===== config.mk =====
export PLATFORM = sky130hd
export DESIGN_NAME = dpm_port
export DESIGN_NICKNAME = d
export VERILOG_FILES = /design/src/core/dpm_port.v /design/src/core/dpm_tx_seq.v
export VERILOG_INCLUDE_DIRS = /design/src /design/src/core
export SDC_FILE = /design/constraint.sdc
export NUM_CORES = 1
export LEC_CHECK = 0
export ABC_AREA = 1
export BUFFER_PORTS_ARGS = -buffer_cell sky130_fd_sc_hd__clkbuf_2
export CORE_MARGIN = 3
export CORE_UTILIZATION = 33
export DETAILED_ROUTE_END_ITERATION = 12
export PLACE_DENSITY = 0.7
export SYNTH_ARGS = -nofsm -noshare
export SYNTH_HDL_FRONTEND = slang
export SYNTH_SLANG_ARGS = --single-unit

===== constraint.sdc =====
create_clock -name core_clk_in -period 3.01 [get_ports core_clk_in]
set_input_delay 0.4515 -clock core_clk_in [delete_from_list [all_inputs] [get_ports core_clk_in]]
set_output_delay 0.4515 -clock core_clk_in [all_outputs]
set_load 0.03 [all_outputs]

===== src/core/dpm_map.vh =====
/*
  Constants of the DLLP and power message port: register offsets,
  field positions, reset values and code values.
  Assumes inclusion by bare name from the design files.
*/
`ifndef DPM_MAP_VH
`define DPM_MAP_VH

// Send request codes
`define DPM_REQ_NONE      2'h0
`define DPM_REQ_PM        2'h1
`define DPM_REQ_VENDOR    2'h2
`define DPM_REQ_UNUSED    2'h3

// Power message type codes
`define DPM_PM_ENTER_L1   3'h0
`define DPM_PM_ENTER_L2   3'h1
`define DPM_PM_ASPM_L1    3'h3
`define DPM_PM_REQ_ACK    3'h4

// Link DLLP type byte: power base followed by the power code, vendor
`define DPM_DLLP_PM_BASE  5'h04
`define DPM_DLLP_VENDOR   8'h30

// Register offsets (byte addresses)
`define DPM_ADDR_CTRL     4'h0
`define DPM_ADDR_STATUS   4'h4
`define DPM_ADDR_MASK     4'h8
`define DPM_ADDR_STATE    4'hc

// Control register fields
`define DPM_CTRL_ECRC_GEN 0
`define DPM_CTRL_ECRC_CHK 1
`define DPM_CTRL_RESET    2'h0

// Status and mask fields
`define DPM_EV_SENT       0
`define DPM_EV_PM_RX      1
`define DPM_EV_VENDOR_RX  2
`define DPM_EV_TLP_RX     3
`define DPM_EV_BAD_REQ    4
`define DPM_EV_WIDTH      5
`define DPM_MASK_RESET    5'h00

// State register fields
`define DPM_ST_PEND       0
`define DPM_ST_EMPTY      1
`define DPM_ST_RXTYPE_LO  4

`endif


===== src/core/dpm_port.v =====
/*
  DLLP and power message port of the endpoint core: user send
  requests, received power and vendor DLLPs, idle status for outside
  power state logic, ECRC enables, a small register file and one
  interrupt.
  Assumes user logic, link layer and register master all run on
  core_clk_in; no input needs a synchroniser.
  Sticky status, cleared by writing ones.
  Mask of the same layout.
  One level interrupt.
  Reads answer one cycle later, no wait.
  No buffer beyond the one DLLP.
  Vendor DLLP has no valid pulse.
  Parameters pick ECRC and width.
*/
// The placing of the registers and the address-and-strobe port were decided locally.
`timescale 1ns/1ns
`include "dpm_map.vh"

module dpm_port #(
  parameter       ECRC_CONFIGURED = 1,  // ECRC built in
  parameter       RETRY_CNT_W     = 8   // Retry buffer count width
) (
  input  wire                   core_clk_in,      // 100 MHz clock
  input  wire                   reset_in,         // Async, high
  // User send side
  // Request held until sent
  input  wire [1:0]             tx_req_in,        // Send request
  input  wire [2:0]             tx_pm_type_in,    // Power type
  input  wire [23:0]            tx_vendor_in,     // Vendor payload
  output wire                   tx_sent_out,      // DLLP sent pulse
  // User receive side
  // Registered, one cycle late
  output reg  [2:0]             rx_pm_type_out,   // Rx power type
  output reg  [23:0]            rx_vendor_out,    // Rx vendor data
  output reg                    rx_valid_out,     // Rx power pulse
  // Power state helpers
  // For outside link power logic
  output reg                    retry_empty_out,  // Retry empty
  output wire                   dllp_pend_out,    // DLLP pending
  output reg                    tlp_rcvd_out,     // TLP received
  output wire                   ecrc_gen_en_out,  // ECRC gen on
  output wire                   ecrc_chk_en_out,  // ECRC check on
  // Link layer side
  // Same clock as the user side
  output wire                   link_tx_valid_out, // DLLP offered
  output wire [31:0]            link_tx_data_out,  // DLLP words
  input  wire                   link_tx_ready_in,  // DLLP sent
  input  wire                   link_rx_valid_in,  // DLLP received
  input  wire [31:0]            link_rx_data_in,   // Rx DLLP words
  input  wire                   link_rx_tlp_in,    // TLP received
  input  wire [RETRY_CNT_W-1:0] retry_count_in,    // Retry entries
  // Register port
  // Plain strobes, no wait
  input  wire [3:0]             reg_addr_in,      // Byte address
  input  wire [31:0]            reg_wdata_in,     // Write data
  input  wire                   reg_wr_in,        // Write strobe
  input  wire                   reg_rd_in,        // Read strobe
  output reg  [31:0]            reg_rdata_out,    // Read data
  // Interrupt
  // High while unmasked bit set
  output wire                   irq_out           // Level interrupt
);

  ////////////////////////////////////////////////////////////////////
  // Declarations
  // Each register-file and held rx flop has a _next twin
  // Power code check is repeated in the sequencer
  localparam EVW = `DPM_EV_WIDTH;       // Event count

  reg  [1:0]     ctrl_reg;              // ECRC enable bits
  reg  [1:0]     ctrl_next;             // Next control
  reg  [EVW-1:0] status_reg;            // Sticky events
  reg  [EVW-1:0] status_next;           // Next sticky events
  reg  [EVW-1:0] mask_reg;              // Interrupt mask
  reg  [EVW-1:0] mask_next;             // Next mask
  reg  [31:0]    rdata_next;            // Next read data
  reg  [2:0]     rx_type_next;          // Next rx power type
  reg  [23:0]    rx_vendor_next;        // Next rx vendor data
  reg            rx_pm_hit;             // Power DLLP seen
  reg            rx_vendor_hit;         // Vendor DLLP seen
  wire [EVW-1:0] events;                // This cycle's events
  wire           seq_sent;              // Sent pulse
  wire           seq_bad;               // Illegal request pulse
  wire           seq_pend;              // DLLP pending
  reg            vendor_evt_reg;        // Vendor arrival pulse

  // Legal power code check
  // Same test as in the sequencer
  // Undefined codes count as unknown
  function pm_legal;
    input [2:0] code;
    begin
      pm_legal = (code == `DPM_PM_ENTER_L1) ||
                 (code == `DPM_PM_ENTER_L2) ||
                 (code == `DPM_PM_ASPM_L1) ||
                 (code == `DPM_PM_REQ_ACK);
    end
  endfunction

  ////////////////////////////////////////////////////////////////////
  // Transmit sequencer
  // Offers one DLLP to the link
  // Holds it until the link takes it
  // Pulses sent one cycle after the take
  // Waits for request none before rearming
  // Undefined codes only pulse illegal
  dpm_tx_seq u_tx_seq (
    .core_clk_in    (core_clk_in),
    .reset_in       (reset_in),
    .req_in         (tx_req_in),
    .pm_type_in     (tx_pm_type_in),
    .vendor_in      (tx_vendor_in),
    .link_ready_in  (link_tx_ready_in),
    .link_valid_out (link_tx_valid_out),
    .link_data_out  (link_tx_data_out),
    .pend_out       (seq_pend),
    .sent_out       (seq_sent),
    .bad_req_out    (seq_bad)
  );

  // Sent straight from a sequencer flop, pending decoded from its state
  assign tx_sent_out   = seq_sent;
  assign dllp_pend_out = seq_pend;

  ////////////////////////////////////////////////////////////////////
  // ECRC enables, forced low when not configured in
  // Enables set by software in control
  // Option left out: flags stay low
  // Control bits still read as written
  // User reserves CRC room while gen on
  assign ecrc_gen_en_out = (ECRC_CONFIGURED != 0) &&
                           ctrl_reg[`DPM_CTRL_ECRC_GEN];
  assign ecrc_chk_en_out = (ECRC_CONFIGURED != 0) &&
                           ctrl_reg[`DPM_CTRL_ECRC_CHK];

  ////////////////////////////////////////////////////////////////////
  // Received DLLP decode
  // Type byte picks power or vendor
  // Power also needs a defined code
  // Unknown DLLPs dropped silently
  // Held type and payload untouched
  // Vendor never raises power valid
  always @* begin
    rx_pm_hit      = 1'b0;
    rx_vendor_hit  = 1'b0;
    rx_type_next   = rx_pm_type_out;
    rx_vendor_next = rx_vendor_out;
    if (link_rx_valid_in) begin
      // Power DLLP with a known code
      if (link_rx_data_in[31:27] == `DPM_DLLP_PM_BASE &&
          pm_legal(link_rx_data_in[26:24])) begin
        rx_pm_hit    = 1'b1;
        rx_type_next = link_rx_data_in[26:24];
      end else if (link_rx_data_in[31:24] == `DPM_DLLP_VENDOR) begin
        // Vendor DLLP payload
        rx_vendor_hit  = 1'b1;
        rx_vendor_next = link_rx_data_in[23:0];
      end
    end
  end

  ////////////////////////////////////////////////////////////////////
  // Receive outputs and idle helpers
  // One cycle behind the link inputs
  // Type and payload hold until next
  // Valid and TLP pulses last one cycle
  // Retry empty high out of reset
  always @(posedge core_clk_in or posedge reset_in) begin
    if (reset_in) begin
      rx_pm_type_out  <= 3'h0;
      rx_vendor_out   <= 24'h000000;
      rx_valid_out    <= 1'b0;
      vendor_evt_reg  <= 1'b0;
      retry_empty_out <= 1'b1;
      tlp_rcvd_out    <= 1'b0;
    end else begin
      rx_pm_type_out  <= rx_type_next;
      rx_vendor_out   <= rx_vendor_next;
      rx_valid_out    <= rx_pm_hit;
      vendor_evt_reg  <= rx_vendor_hit;
      retry_empty_out <= (retry_count_in == {RETRY_CNT_W{1'b0}});
      tlp_rcvd_out    <= link_rx_tlp_in;
    end
  end

  ////////////////////////////////////////////////////////////////////
  // Event vector, aligned with the output pulses
  // One bit per event
  // Status sets the cycle after a pulse
  // Sent uses the pulse itself
  // Vendor arrival has its own flop
  assign events[`DPM_EV_SENT]      = seq_sent;
  assign events[`DPM_EV_PM_RX]     = rx_valid_out;
  assign events[`DPM_EV_VENDOR_RX] = vendor_evt_reg;
  assign events[`DPM_EV_TLP_RX]    = tlp_rcvd_out;
  assign events[`DPM_EV_BAD_REQ]   = seq_bad;

  // Level, from flops only
  // Drops once bit cleared or masked
  assign irq_out = |(status_reg & mask_reg);

  ////////////////////////////////////////////////////////////////////
  // Register writes; a new event wins over its clear
  // Control and mask take the value
  // Status: write ones to clear
  // Same-cycle event sets bit again
  // So software never loses an event
  // Other offsets ignored
  always @* begin
    ctrl_next   = ctrl_reg;
    mask_next   = mask_reg;
    status_next = status_reg | events;
    if (reg_wr_in) begin
      case (reg_addr_in)
        `DPM_ADDR_CTRL: begin
          ctrl_next = reg_wdata_in[1:0];
        end
        `DPM_ADDR_STATUS: begin
          // Set wins over clear
          status_next = (status_reg & ~reg_wdata_in[EVW-1:0]) | events;
        end
        `DPM_ADDR_MASK: begin
          mask_next = reg_wdata_in[EVW-1:0];
        end
        default: begin
          ctrl_next = ctrl_reg;
        end
      endcase
    end
  end

  ////////////////////////////////////////////////////////////////////
  // Register reads; unmapped addresses read zero
  // Loaded on the strobe only
  // Stands one cycle, then zero
  // No wait, no side effect
  // Status survives a read
  // State: pending, empty, last type
  always @* begin
    rdata_next = 32'h00000000;
    if (reg_rd_in) begin
      case (reg_addr_in)
        `DPM_ADDR_CTRL: begin
          rdata_next = {30'h00000000, ctrl_reg};
        end
        `DPM_ADDR_STATUS: begin
          rdata_next = {27'h0000000, status_reg};
        end
        `DPM_ADDR_MASK: begin
          rdata_next = {27'h0000000, mask_reg};
        end
        `DPM_ADDR_STATE: begin
          // Bits 6:4 type, 1 empty, 0 pend
          rdata_next = {25'h0000000, rx_pm_type_out, 2'h0,
                        retry_empty_out, seq_pend};
        end
        default: begin
          rdata_next = 32'h00000000;
        end
      endcase
    end
  end

  ////////////////////////////////////////////////////////////////////
  // Register file flops
  // All clear on reset
  // Interrupt low until unmasked
  // Read data zero when idle
  always @(posedge core_clk_in or posedge reset_in) begin
    if (reset_in) begin
      ctrl_reg      <= `DPM_CTRL_RESET;
      status_reg    <= {EVW{1'b0}};
      mask_reg      <= `DPM_MASK_RESET;
      reg_rdata_out <= 32'h00000000;
    end else begin
      ctrl_reg      <= ctrl_next;
      status_reg    <= status_next;
      mask_reg      <= mask_next;
      reg_rdata_out <= rdata_next;
    end
  end

  ////////////////////////////////////////////////////////////////////
  // Limits
  // No synchroniser: one clock for all
  // One DLLP in flight at a time
  // New request waits for release
  // Back-to-back rx DLLPs both seen
  // Unknown request codes never sent
  // Illegal request only flagged

endmodule


===== src/core/dpm_tx_seq.v =====
/*
  Transmit sequencer of the DLLP port: takes a user send request,
  hands one DLLP to the link transmitter and reports when it went out.
  Assumes the requester and the link transmitter share core_clk_in.
*/
`timescale 1ns/1ns
`include "dpm_map.vh"

module dpm_tx_seq (
  input  wire        core_clk_in,       // System clock
  input  wire        reset_in,          // Async reset, active high
  input  wire [1:0]  req_in,            // Send request code
  input  wire [2:0]  pm_type_in,        // Power message type
  input  wire [23:0] vendor_in,         // Vendor payload
  input  wire        link_ready_in,     // Link took the DLLP
  output wire        link_valid_out,    // DLLP offered to link
  output wire [31:0] link_data_out,     // Type byte and payload
  output wire        pend_out,          // DLLP waiting to go
  output reg         sent_out,          // One-cycle sent pulse
  output reg         bad_req_out        // Illegal request pulse
);

  ////////////////////////////////////////////////////////////////////
  // States
  localparam [1:0] ST_IDLE = 2'h0;      // Waiting for a request
  localparam [1:0] ST_SEND = 2'h1;      // DLLP offered to link
  localparam [1:0] ST_DROP = 2'h2;      // Sent, wait for release

  reg [1:0]  state_reg;                 // Current state
  reg [1:0]  state_next;                // Next state
  reg [31:0] dllp_reg;                  // Latched DLLP
  reg [31:0] dllp_next;                 // Next latched DLLP

  // Legal power code check
  function pm_legal;
    input [2:0] code;
    begin
      pm_legal = (code == `DPM_PM_ENTER_L1) ||
                 (code == `DPM_PM_ENTER_L2) ||
                 (code == `DPM_PM_ASPM_L1) ||
                 (code == `DPM_PM_REQ_ACK);
    end
  endfunction

  assign link_valid_out = (state_reg == ST_SEND);
  assign link_data_out  = dllp_reg;
  assign pend_out       = (state_reg == ST_SEND);

  ////////////////////////////////////////////////////////////////////
  // Next state and DLLP build
  always @* begin
    state_next = state_reg;
    dllp_next  = dllp_reg;
    case (state_reg)
      ST_IDLE: begin
        // Decode request code
        if (req_in == `DPM_REQ_PM && pm_legal(pm_type_in)) begin
          dllp_next  = {`DPM_DLLP_PM_BASE, pm_type_in, 24'h000000};
          state_next = ST_SEND;
        end else if (req_in == `DPM_REQ_VENDOR) begin
          dllp_next  = {`DPM_DLLP_VENDOR, vendor_in};
          state_next = ST_SEND;
        end
      end
      ST_SEND: begin
        // Leave once the link has transmitted it
        if (link_ready_in) begin
          state_next = ST_DROP;
        end
      end
      ST_DROP: begin
        // Held request must not send twice
        if (req_in == `DPM_REQ_NONE) begin
          state_next = ST_IDLE;
        end
      end
      default: begin
        state_next = ST_IDLE;
      end
    endcase
  end

  ////////////////////////////////////////////////////////////////////
  // State, sent pulse and illegal request pulse
  always @(posedge core_clk_in or posedge reset_in) begin
    if (reset_in) begin
      state_reg   <= ST_IDLE;
      dllp_reg    <= 32'h00000000;
      sent_out    <= 1'b0;
      bad_req_out <= 1'b0;
    end else begin
      state_reg   <= state_next;
      dllp_reg    <= dllp_next;
      sent_out    <= (state_reg == ST_SEND) && link_ready_in;
      bad_req_out <= (state_reg == ST_IDLE) &&
                     ((req_in == `DPM_REQ_UNUSED) ||
                      (req_in == `DPM_REQ_PM && !pm_legal(pm_type_in)));
    end
  end

endmodule


==> results of run 1 <==
-- Yosys cell counts, drive strengths merged --
| master | instances |
|---|---|
| nor2 | 23 |
| clkinv | 1 |
| a21oi | 3 |
| nor4 | 1 |
| buf | 45 |
| nand4 | 6 |
| or2 | 2 |
| conb | 1 |
| o21ai | 9 |
| inv | 26 |
| dfstp | 1 |
| nand2 | 161 |
| nand3 | 72 |
| dfrtp | 82 |
| o211ai | 2 |
| nand3b | 2 |
| nor3 | 1 |
| nor3b | 1 |
-- placed cells by master, fill, tap and decap left out, types with 2 or more instances in the layout --
master,count
sky130_fd_sc_hd__nand3_1,72
sky130_fd_sc_hd__nor2_4,7
sky130_fd_sc_hd__nor2_1,15
sky130_fd_sc_hd__o21ai_0,3
sky130_fd_sc_hd__conb_1,28
sky130_fd_sc_hd__a21oi_1,3
sky130_fd_sc_hd__buf_4,2
sky130_fd_sc_hd__clkbuf_16,9
sky130_fd_sc_hd__nand2_1,159
sky130_fd_sc_hd__o21ai_1,6
sky130_fd_sc_hd__inv_2,4
sky130_fd_sc_hd__nand4_1,6
sky130_fd_sc_hd__clkbuf_2,156
sky130_fd_sc_hd__dfrtp_1,82
sky130_fd_sc_hd__bufinv_16,3
sky130_fd_sc_hd__clkinv_2,3
sky130_fd_sc_hd__o211ai_1,2
sky130_fd_sc_hd__inv_1,21
-- layout make-up --
cell class                 count  share of cell area, %
clock buffer                   9                   4.58
clock inverter                 7                   2.37
inverter                      27                   2.09
multi-input combinational    311                   28.6
sequential                    83                   42.2
tap                          140                   3.56
timing repair buffer         159                   16.6
-- critical path: stages, from the launching register on --
cell                      delay [ns]
sky130_fd_sc_hd__dfrtp_1        0.42
sky130_fd_sc_hd__nor2_4         0.17
sky130_fd_sc_hd__nand3_1        0.79
sky130_fd_sc_hd__nand3_1        0.29
sky130_fd_sc_hd__nand2_1        0.09
-- cell families after synthesis --
logic type	count (synthesis)
AND/OR/NAND/NOR	269
buffers and inverters	72
other	1
AO/OA/AOI/OAI	14
flip-flops	83
-- power breakdown --
| group | leakage, uW | switching [uW] | internal, uW |
|---|---|---|---|
| clock | 0.000165 | 445 | 809 |
| combinational | 0.00165 | 893 | 336 |
| sequential | 0.00107 | 155 | 1360 |
-- stage by stage --
stage               instance area, um^2  std cells
finish                             4920        736
global placement                   4580        720
CTS                                4920        736
detailed placement                 4580        720
global route                       4920        736
floorplan                          3940        466
-- routing by layer --
metal  part of all wire, %  wire, um  vias up
li1                      -         -     1646
met3                   7.0       645       17
met1                    41      3800     1526
met5                     0         0        -
met2                    50      4560      117
met4                   2.1       191        0
-- final timing paths --
path                                             from                   endpoint  cells after the start
worst max register to register  u_tx_seq.state_reg[1]  u_tx_seq.link_data_out[2]                      4
max in group asynchronous                    reset_in            retry_empty_out                      3
worst min-delay path                         reset_in               tlp_rcvd_out                      2
worst min register to register         vendor_evt_reg              status_reg[2]                      2
worst max-delay path            u_tx_seq.state_reg[1]  u_tx_seq.link_data_out[2]                      4
min in group core_clk_in               link_rx_tlp_in               tlp_rcvd_out                      1
==> metrics.txt, run 1 <==
# TYPE chip_impl_metric gauge
chip_impl_metric{name="netlist-cell-type-count",unit=""} 29
chip_impl_info{name="worst_setup_path_end_kind",value="register"} 1
chip_impl_metric{name="ir_worst_vdd",unit="V"} 0.000365
chip_impl_metric{name="largest_net_degree_at_the_start_of_global_routing",unit=""} 46
chip_impl_metric{name="finalCriticalPeriod",unit="ns"} 1.89
chip_impl_metric{name="die_w",unit="um"} 114
chip_impl_metric{name="buffer_ports.inserted",unit=""} 156
chip_impl_metric{name="synth-xor-area-share",unit="%"} 0
chip_impl_metric{name="wirelength",unit="um"} 9200
chip_impl_metric{name="multi_input_area",unit="um^2"} 1410
chip_impl_metric{name="synth_fa_ha_area_share",unit="%"} 0
chip_impl_metric{name="regArea",unit="um^2"} 2080
chip_impl_metric{name="cts_sinks",unit=""} 83
chip_impl_metric{name="netlist.area_leader.share",unit="%"} 53.4
chip_impl_metric{name="total_leakage_power",unit="uW"} 0.00289
chip_impl_metric{name="final_hold_vio_count",unit=""} 0
chip_impl_metric{name="cts-root-to-sink-buffers",unit=""} 2
chip_impl_metric{name="synth-warning-count",unit=""} 0
chip_impl_metric{name="syn-instance-count",unit=""} 439
chip_impl_info{name="status",value="complete, no violations"} 1
chip_impl_info{name="synth_top_area_cell",value="sky130_fd_sc_hd__dfrtp_1"} 1
chip_impl_metric{name="total_power",unit="uW"} 4000
chip_impl_metric{name="antenna_found_initial",unit=""} 0
chip_impl_metric{name="floorplan.initialDensity",unit="%"} 34.5
chip_impl_metric{name="std_cell_rows",unit=""} 38
chip_impl_metric{name="grt_util_met1",unit="%"} 17.9
chip_impl_metric{name="max_slew_margin",unit="%"} 26.7
chip_impl_metric{name="arrival",unit="ns"} 2.10
chip_impl_metric{name="grt.met2_usage",unit="%"} 23.9
chip_impl_metric{name="timing.critical_path.required",unit="ns"} 3.22
chip_impl_info{name="synth.area.top_cells",value="sky130_fd_sc_hd__dfrtp_1 53%, sky130_fd_sc_hd__nand2_1 16%, sky130_fd_sc_hd__nand3_1 9.4%"} 1
chip_impl_metric{name="utilization",unit="%"} 44.2
chip_impl_metric{name="min_period_over_period",unit="%"} 62.8
chip_impl_metric{name="cts_repair_resize_count",unit=""} 0
chip_impl_metric{name="first_global_vias",unit=""} 3261
chip_impl_metric{name="synth_area",unit="um^2"} 3840
chip_impl_metric{name="max-cap-violations",unit=""} 0
chip_impl_metric{name="htree_num_levels",unit=""} 3
chip_impl_metric{name="floorplan.die_area",unit="um^2"} 13000
chip_impl_metric{name="n_fill_cell",unit=""} 1121
chip_impl_metric{name="num_ports",unit=""} 212
chip_impl_info{name="holdCritPathClass",value="in2async"} 1
chip_impl_metric{name="cts_post_setup_buffers_inserted",unit=""} 0
chip_impl_info{name="clock-root-buffer",value="sky130_fd_sc_hd__clkbuf_16"} 1
chip_impl_metric{name="firstDrtPassIters",unit=""} 4
chip_impl_metric{name="worst_skew_pair.late_latency",unit="ns"} 0.33
chip_impl_metric{name="max_clk_rate",unit="MHz"} 529
chip_impl_metric{name="dp_worst_setup_slack",unit="ns"} 0.879
chip_impl_metric{name="drt.antenna.violating_nets",unit=""} 0
chip_impl_metric{name="cts.reportedPaths.clkPinSlew",unit="ns"} 0.06
chip_impl_info{name="largest_family_of_logic_cells_by_synthesized_area",value="simple AND/OR/NAND/NOR gates"} 1
chip_impl_metric{name="dp_hpwl",unit="um"} 6920
chip_impl_metric{name="die_height",unit="um"} 114
chip_impl_info{name="critical_path_class",value="reg2reg"} 1
chip_impl_metric{name="synth_area_per_cell",unit="um^2"} 8.75
chip_impl_metric{name="synth-compound-area-share",unit="%"} 1.95
chip_impl_metric{name="vias_after_detailed_routing",unit=""} 3306
chip_impl_metric{name="largest_register_ffs",unit=""} 29
chip_impl_metric{name="setup-tns-final",unit="ns"} 0
chip_impl_metric{name="core",unit="um^2"} 11100
chip_impl_metric{name="syn_to_final_growth",unit="%"} 28.1
chip_impl_metric{name="post_route_cells_drive_above_1_share",unit="%"} 32.7
chip_impl_metric{name="synth.ff_latch_count",unit=""} 83
chip_impl_metric{name="power.density",unit="nW/um^2"} 814
chip_impl_metric{name="worst-r2r-setup-slack",unit="ns"} 1.12
chip_impl_metric{name="grtUsageTotal",unit="%"} 14.5
chip_impl_metric{name="timing_max_transition_violations_final",unit=""} 0
chip_impl_metric{name="finalSetupViolations",unit=""} 0
chip_impl_metric{name="wl_per_cell",unit="um"} 12.5
chip_impl_metric{name="finish.net_count",unit=""} 703
chip_impl_metric{name="routabilityCongestion",unit=""} 0.833
chip_impl_metric{name="overflow",unit=""} 0
chip_impl_info{name="setup.worst_path.start_class",value="register"} 1
chip_impl_metric{name="worst_tran_pin_value",unit="ns"} 1.10
chip_impl_metric{name="synth_seq_area_share",unit="%"} 54.1
chip_impl_metric{name="numCtsBuffers",unit=""} 9
chip_impl_info{name="most_used_layer_global_route",value="met2"} 1
chip_impl_metric{name="muxShareOfSynthArea",unit="%"} 0
chip_impl_metric{name="groute.layer.met3.usage",unit="%"} 3.45
chip_impl_metric{name="avgViaCountPerCell",unit=""} 4.49
chip_impl_info{name="grt_setup_unrepaired",value="no"} 1
chip_impl_metric{name="count_of_hold_fix_buffers_inserted_at_cts",unit=""} 0
chip_impl_metric{name="detailed_route_drc_error_count",unit=""} 0
chip_impl_info{name="tritoncts",value="built"} 1
chip_impl_metric{name="grt_first_pass_wirelength",unit="um"} 15200
chip_impl_metric{name="crit_path_max_fanout",unit=""} 30
chip_impl_metric{name="post_synthesis_share_of_cell_area_spent_on_and_or_nand_and_nor_gates",unit="%"} 31.9
chip_impl_metric{name="num_antenna_cells",unit=""} 0
chip_impl_metric{name="holdWs",unit="ns"} 0.179
chip_impl_metric{name="finClkSkew",unit="ns"} 0.00592
chip_impl_metric{name="drtIter0Drc",unit=""} 176
chip_impl_metric{name="setup_slack",unit="ns"} 1.12
Note: power is estimated with default switching activity, not from simulation.
==> inputs of run 2 (changes only) <==
- clock period: 3.01 -> 1.79 ns (I/O delays scaled with it)
==> run 2 against run 1 <==
  * Non-clock buffer count up 2
  * Sequential share of layout area rose by 0.30 points
  * Largest power group unchanged
  * Global-route usage is essentially flat
  * Sequential power rose by 68%
  * Clock power rose by 46%
  * Total power rose by 61%
  * Critical endpoint is now irq_out
  * Largest cell class unchanged
  * Clock skew is 0.00059 ns lower
  * Die area unchanged
==> metrics.txt, run 2 (synthesis gave the netlist of run 1 again) <==
# TYPE chip_impl_metric gauge
chip_impl_metric{name="std_cell_rows",unit=""} 38
chip_impl_metric{name="numCtsBuffers",unit=""} 9
chip_impl_metric{name="htree_num_levels",unit=""} 3
chip_impl_metric{name="max_clk_rate",unit="MHz"} 637
chip_impl_metric{name="total_power",unit="uW"} 6440
chip_impl_metric{name="core",unit="um^2"} 11100
chip_impl_metric{name="num_antenna_cells",unit=""} 0
chip_impl_metric{name="share_of_total_power_in_sequential_cells",unit="%"} 39.6
chip_impl_metric{name="drt.antenna.violating_nets",unit=""} 0
chip_impl_metric{name="count_of_hold_fix_buffers_inserted_at_cts",unit=""} 0
chip_impl_metric{name="reg2regPathDepth",unit=""} 5
chip_impl_info{name="status",value="complete, no violations"} 1
chip_impl_metric{name="power.combinational.fraction",unit="%"} 32.2
chip_impl_metric{name="first_global_vias",unit=""} 3217
chip_impl_metric{name="drtIter0Drc",unit=""} 185
chip_impl_metric{name="buffer_ports.inserted",unit=""} 156
chip_impl_metric{name="antenna_found_initial",unit=""} 0
chip_impl_metric{name="finalCriticalPeriod",unit="ns"} 1.57
chip_impl_metric{name="setup-tns-final",unit="ns"} 0
chip_impl_info{name="worst_setup_path_end_kind",value="output port"} 1
chip_impl_metric{name="cts_post_setup_buffers_inserted",unit=""} 0
chip_impl_metric{name="cts_sinks",unit=""} 83
chip_impl_metric{name="post_route_cells_drive_above_1_share",unit="%"} 32.3
chip_impl_metric{name="die_height",unit="um"} 114
chip_impl_metric{name="cell_internal_pwr",unit="uW"} 3990
chip_impl_metric{name="grt_first_pass_wirelength",unit="um"} 15200
chip_impl_info{name="critical_path_class",value="reg2out"} 1
chip_impl_info{name="standard_cell_with_the_maximum_stage_delay_on_the_critical_path",value="sky130_fd_sc_hd__dfrtp_1"} 1
chip_impl_metric{name="arrival",unit="ns"} 1.30
chip_impl_info{name="timing.critical_path.cells",value="nand2_1, nand2_1, a21oi_1, nand3_1, clkbuf_2"} 1
chip_impl_metric{name="firstDrtPassIters",unit=""} 4
chip_impl_metric{name="cts_repair_resize_count",unit=""} 0
chip_impl_metric{name="dp_hpwl",unit="um"} 6780
chip_impl_metric{name="min_period_over_period",unit="%"} 87.8
chip_impl_metric{name="max-cap-violations",unit=""} 0
chip_impl_metric{name="worst_skew_pair.late_latency",unit="ns"} 0.33
chip_impl_metric{name="timing_max_transition_violations_final",unit=""} 0
chip_impl_metric{name="wl_per_cell",unit="um"} 12.5
chip_impl_info{name="holdCritPathClass",value="in2async"} 1
chip_impl_metric{name="cts-root-to-sink-buffers",unit=""} 2
chip_impl_info{name="path_common_cell",value="sky130_fd_sc_hd__nand2_1"} 1
chip_impl_metric{name="total_leakage_power",unit="uW"} 0.00287
chip_impl_metric{name="largest_net_degree_at_the_start_of_global_routing",unit=""} 84
chip_impl_metric{name="ir_worst_vdd",unit="V"} 0.000567
chip_impl_metric{name="finClkSkew",unit="ns"} 0.00533
chip_impl_metric{name="finish.net_count",unit=""} 705
chip_impl_metric{name="routabilityCongestion",unit=""} 0.835
chip_impl_info{name="top_library_cells_by_usage_in_the_layout_fill_and_taps_aside",value="159 x sky130_fd_sc_hd__nand2_1, 156 x sky130_fd_sc_hd__clkbuf_2, 82 x sky130_fd_sc_hd__dfrtp_1"} 1
chip_impl_info{name="most_common_cell_after_layout_fill_and_taps_aside",value="sky130_fd_sc_hd__nand2_1"} 1
chip_impl_metric{name="vias_after_detailed_routing",unit=""} 3298
chip_impl_info{name="setup.worst_path.start_class",value="register"} 1
chip_impl_metric{name="floorplan.initialDensity",unit="%"} 34.5
chip_impl_metric{name="max_slew_margin",unit="%"} 66.7
chip_impl_metric{name="power.share.switching",unit="%"} 38.1
chip_impl_info{name="grt_setup_unrepaired",value="no"} 1
chip_impl_metric{name="worst_tran_pin_value",unit="ns"} 0.498
chip_impl_metric{name="netSwitchingPower",unit="uW"} 2460
chip_impl_info{name="tritoncts",value="built"} 1
chip_impl_metric{name="syn_to_final_growth",unit="%"} 27.2
chip_impl_metric{name="largest_register_ffs",unit=""} 29
chip_impl_metric{name="num_ports",unit=""} 212
chip_impl_info{name="clock-root-buffer",value="sky130_fd_sc_hd__clkbuf_16"} 1
chip_impl_metric{name="avgViaCountPerCell",unit=""} 4.47
chip_impl_metric{name="detailed_route_drc_error_count",unit=""} 0
chip_impl_metric{name="final_hold_vio_count",unit=""} 0
chip_impl_metric{name="timing.critical_path.required",unit="ns"} 1.52
chip_impl_metric{name="cts.reportedPaths.clkPinSlew",unit="ns"} 0.06
chip_impl_metric{name="critical-path-max-stage-delay",unit="ns"} 0.40
chip_impl_metric{name="wirelength",unit="um"} 9260
chip_impl_metric{name="power_frac_clock",unit="%"} 28.2
chip_impl_metric{name="die_w",unit="um"} 114
chip_impl_metric{name="overflow",unit=""} 0
chip_impl_metric{name="grtUsageTotal",unit="%"} 14.5
chip_impl_metric{name="power.density",unit="nW/um^2"} 1320
chip_impl_metric{name="finalSetupViolations",unit=""} 0
chip_impl_metric{name="n_fill_cell",unit=""} 1122
chip_impl_metric{name="crit_path_max_fanout",unit=""} 3
chip_impl_metric{name="floorplan.die_area",unit="um^2"} 13000
[run 2: worst max-delay path: cells and delay by family (launching register included)]
family	cells	cell delay, ns
DFF	1	0.40
and+or+nand+nor	3	0.25
buffers and inverters	1	0.19
AOI/OAI and AO/OA	1	0.13
[run 2: area by class of cell]
class                   instances  area [um^2]  area share (%)
clock inverters                 2         35.0           0.717
repair buffers                161          831            17.0
well taps                     140          175            3.59
multi-input cells             311         1410            28.8
flip-flops and latches         83         2080            42.5
inverters                      27          105            2.15
clock buffers                  14          254            5.20
[run 2: layer usage]
| metal | vias to the layer above | part of all wire (%) | global-route usage (%) | wire length (um) |
|---|---|---|---|---|
| met3 | 12 | 6.6 | 3.40 | 608 |
| met4 | 0 | 1.6 | 5.23 | 148 |
| li1 | 1644 | - | - | - |
| met1 | 1523 | 42 | 18.1 | 3850 |
| met5 | - | 0 | 0 | 0 |
| met2 | 119 | 50 | 24.5 | 4650 |
[run 2: worst paths after layout]
kind	end	from	slack, ns
worst max register to register	u_tx_seq.link_data_out[8]	u_tx_seq.state_reg[1]	0.52
worst min-delay path	reg_rdata_out[4]	reset_in	0.02
min in group core_clk_in	tlp_rcvd_out	link_rx_tlp_in	0.05
max in group asynchronous	status_reg[0]	reset_in	1.36
worst max-delay path	irq_out	status_reg[1]	0.22
worst min register to register	status_reg[2]	vendor_evt_reg	0.43
[run 2: stage by stage]
| step | setup WS [ns] | std cells | util [%] | hold WS, ns | area (um^2) |
|---|---|---|---|---|---|
| 2_1_floorplan | 0.324 | 466 | - | 0.300 | 3950 |
| 3_3_place_gp | 0.427 | 722 | 41.3 | 0.381 | 4600 |
| 3_5_place_dp | 0.376 | 722 | 41.3 | 0.379 | 4600 |
| 4_1_cts | 0.146 | 738 | 43.9 | 0.0268 | 4880 |
| 5_1_grt | 0.120 | 738 | 43.9 | 0.0378 | 4880 |
| 6_report | 0.219 | 738 | 43.9 | 0.0158 | 4880 |
[run 2: power by group through the flow]
stage	clock network (uW)	logic [uW]	registers, uW
after CTS	1890	2110	2550
after global placement	0	2070	2560
after floorplan	0	807	3250
final	1820	2080	2550
after global routing	1970	2260	2610
after detailed placement	0	2100	2590
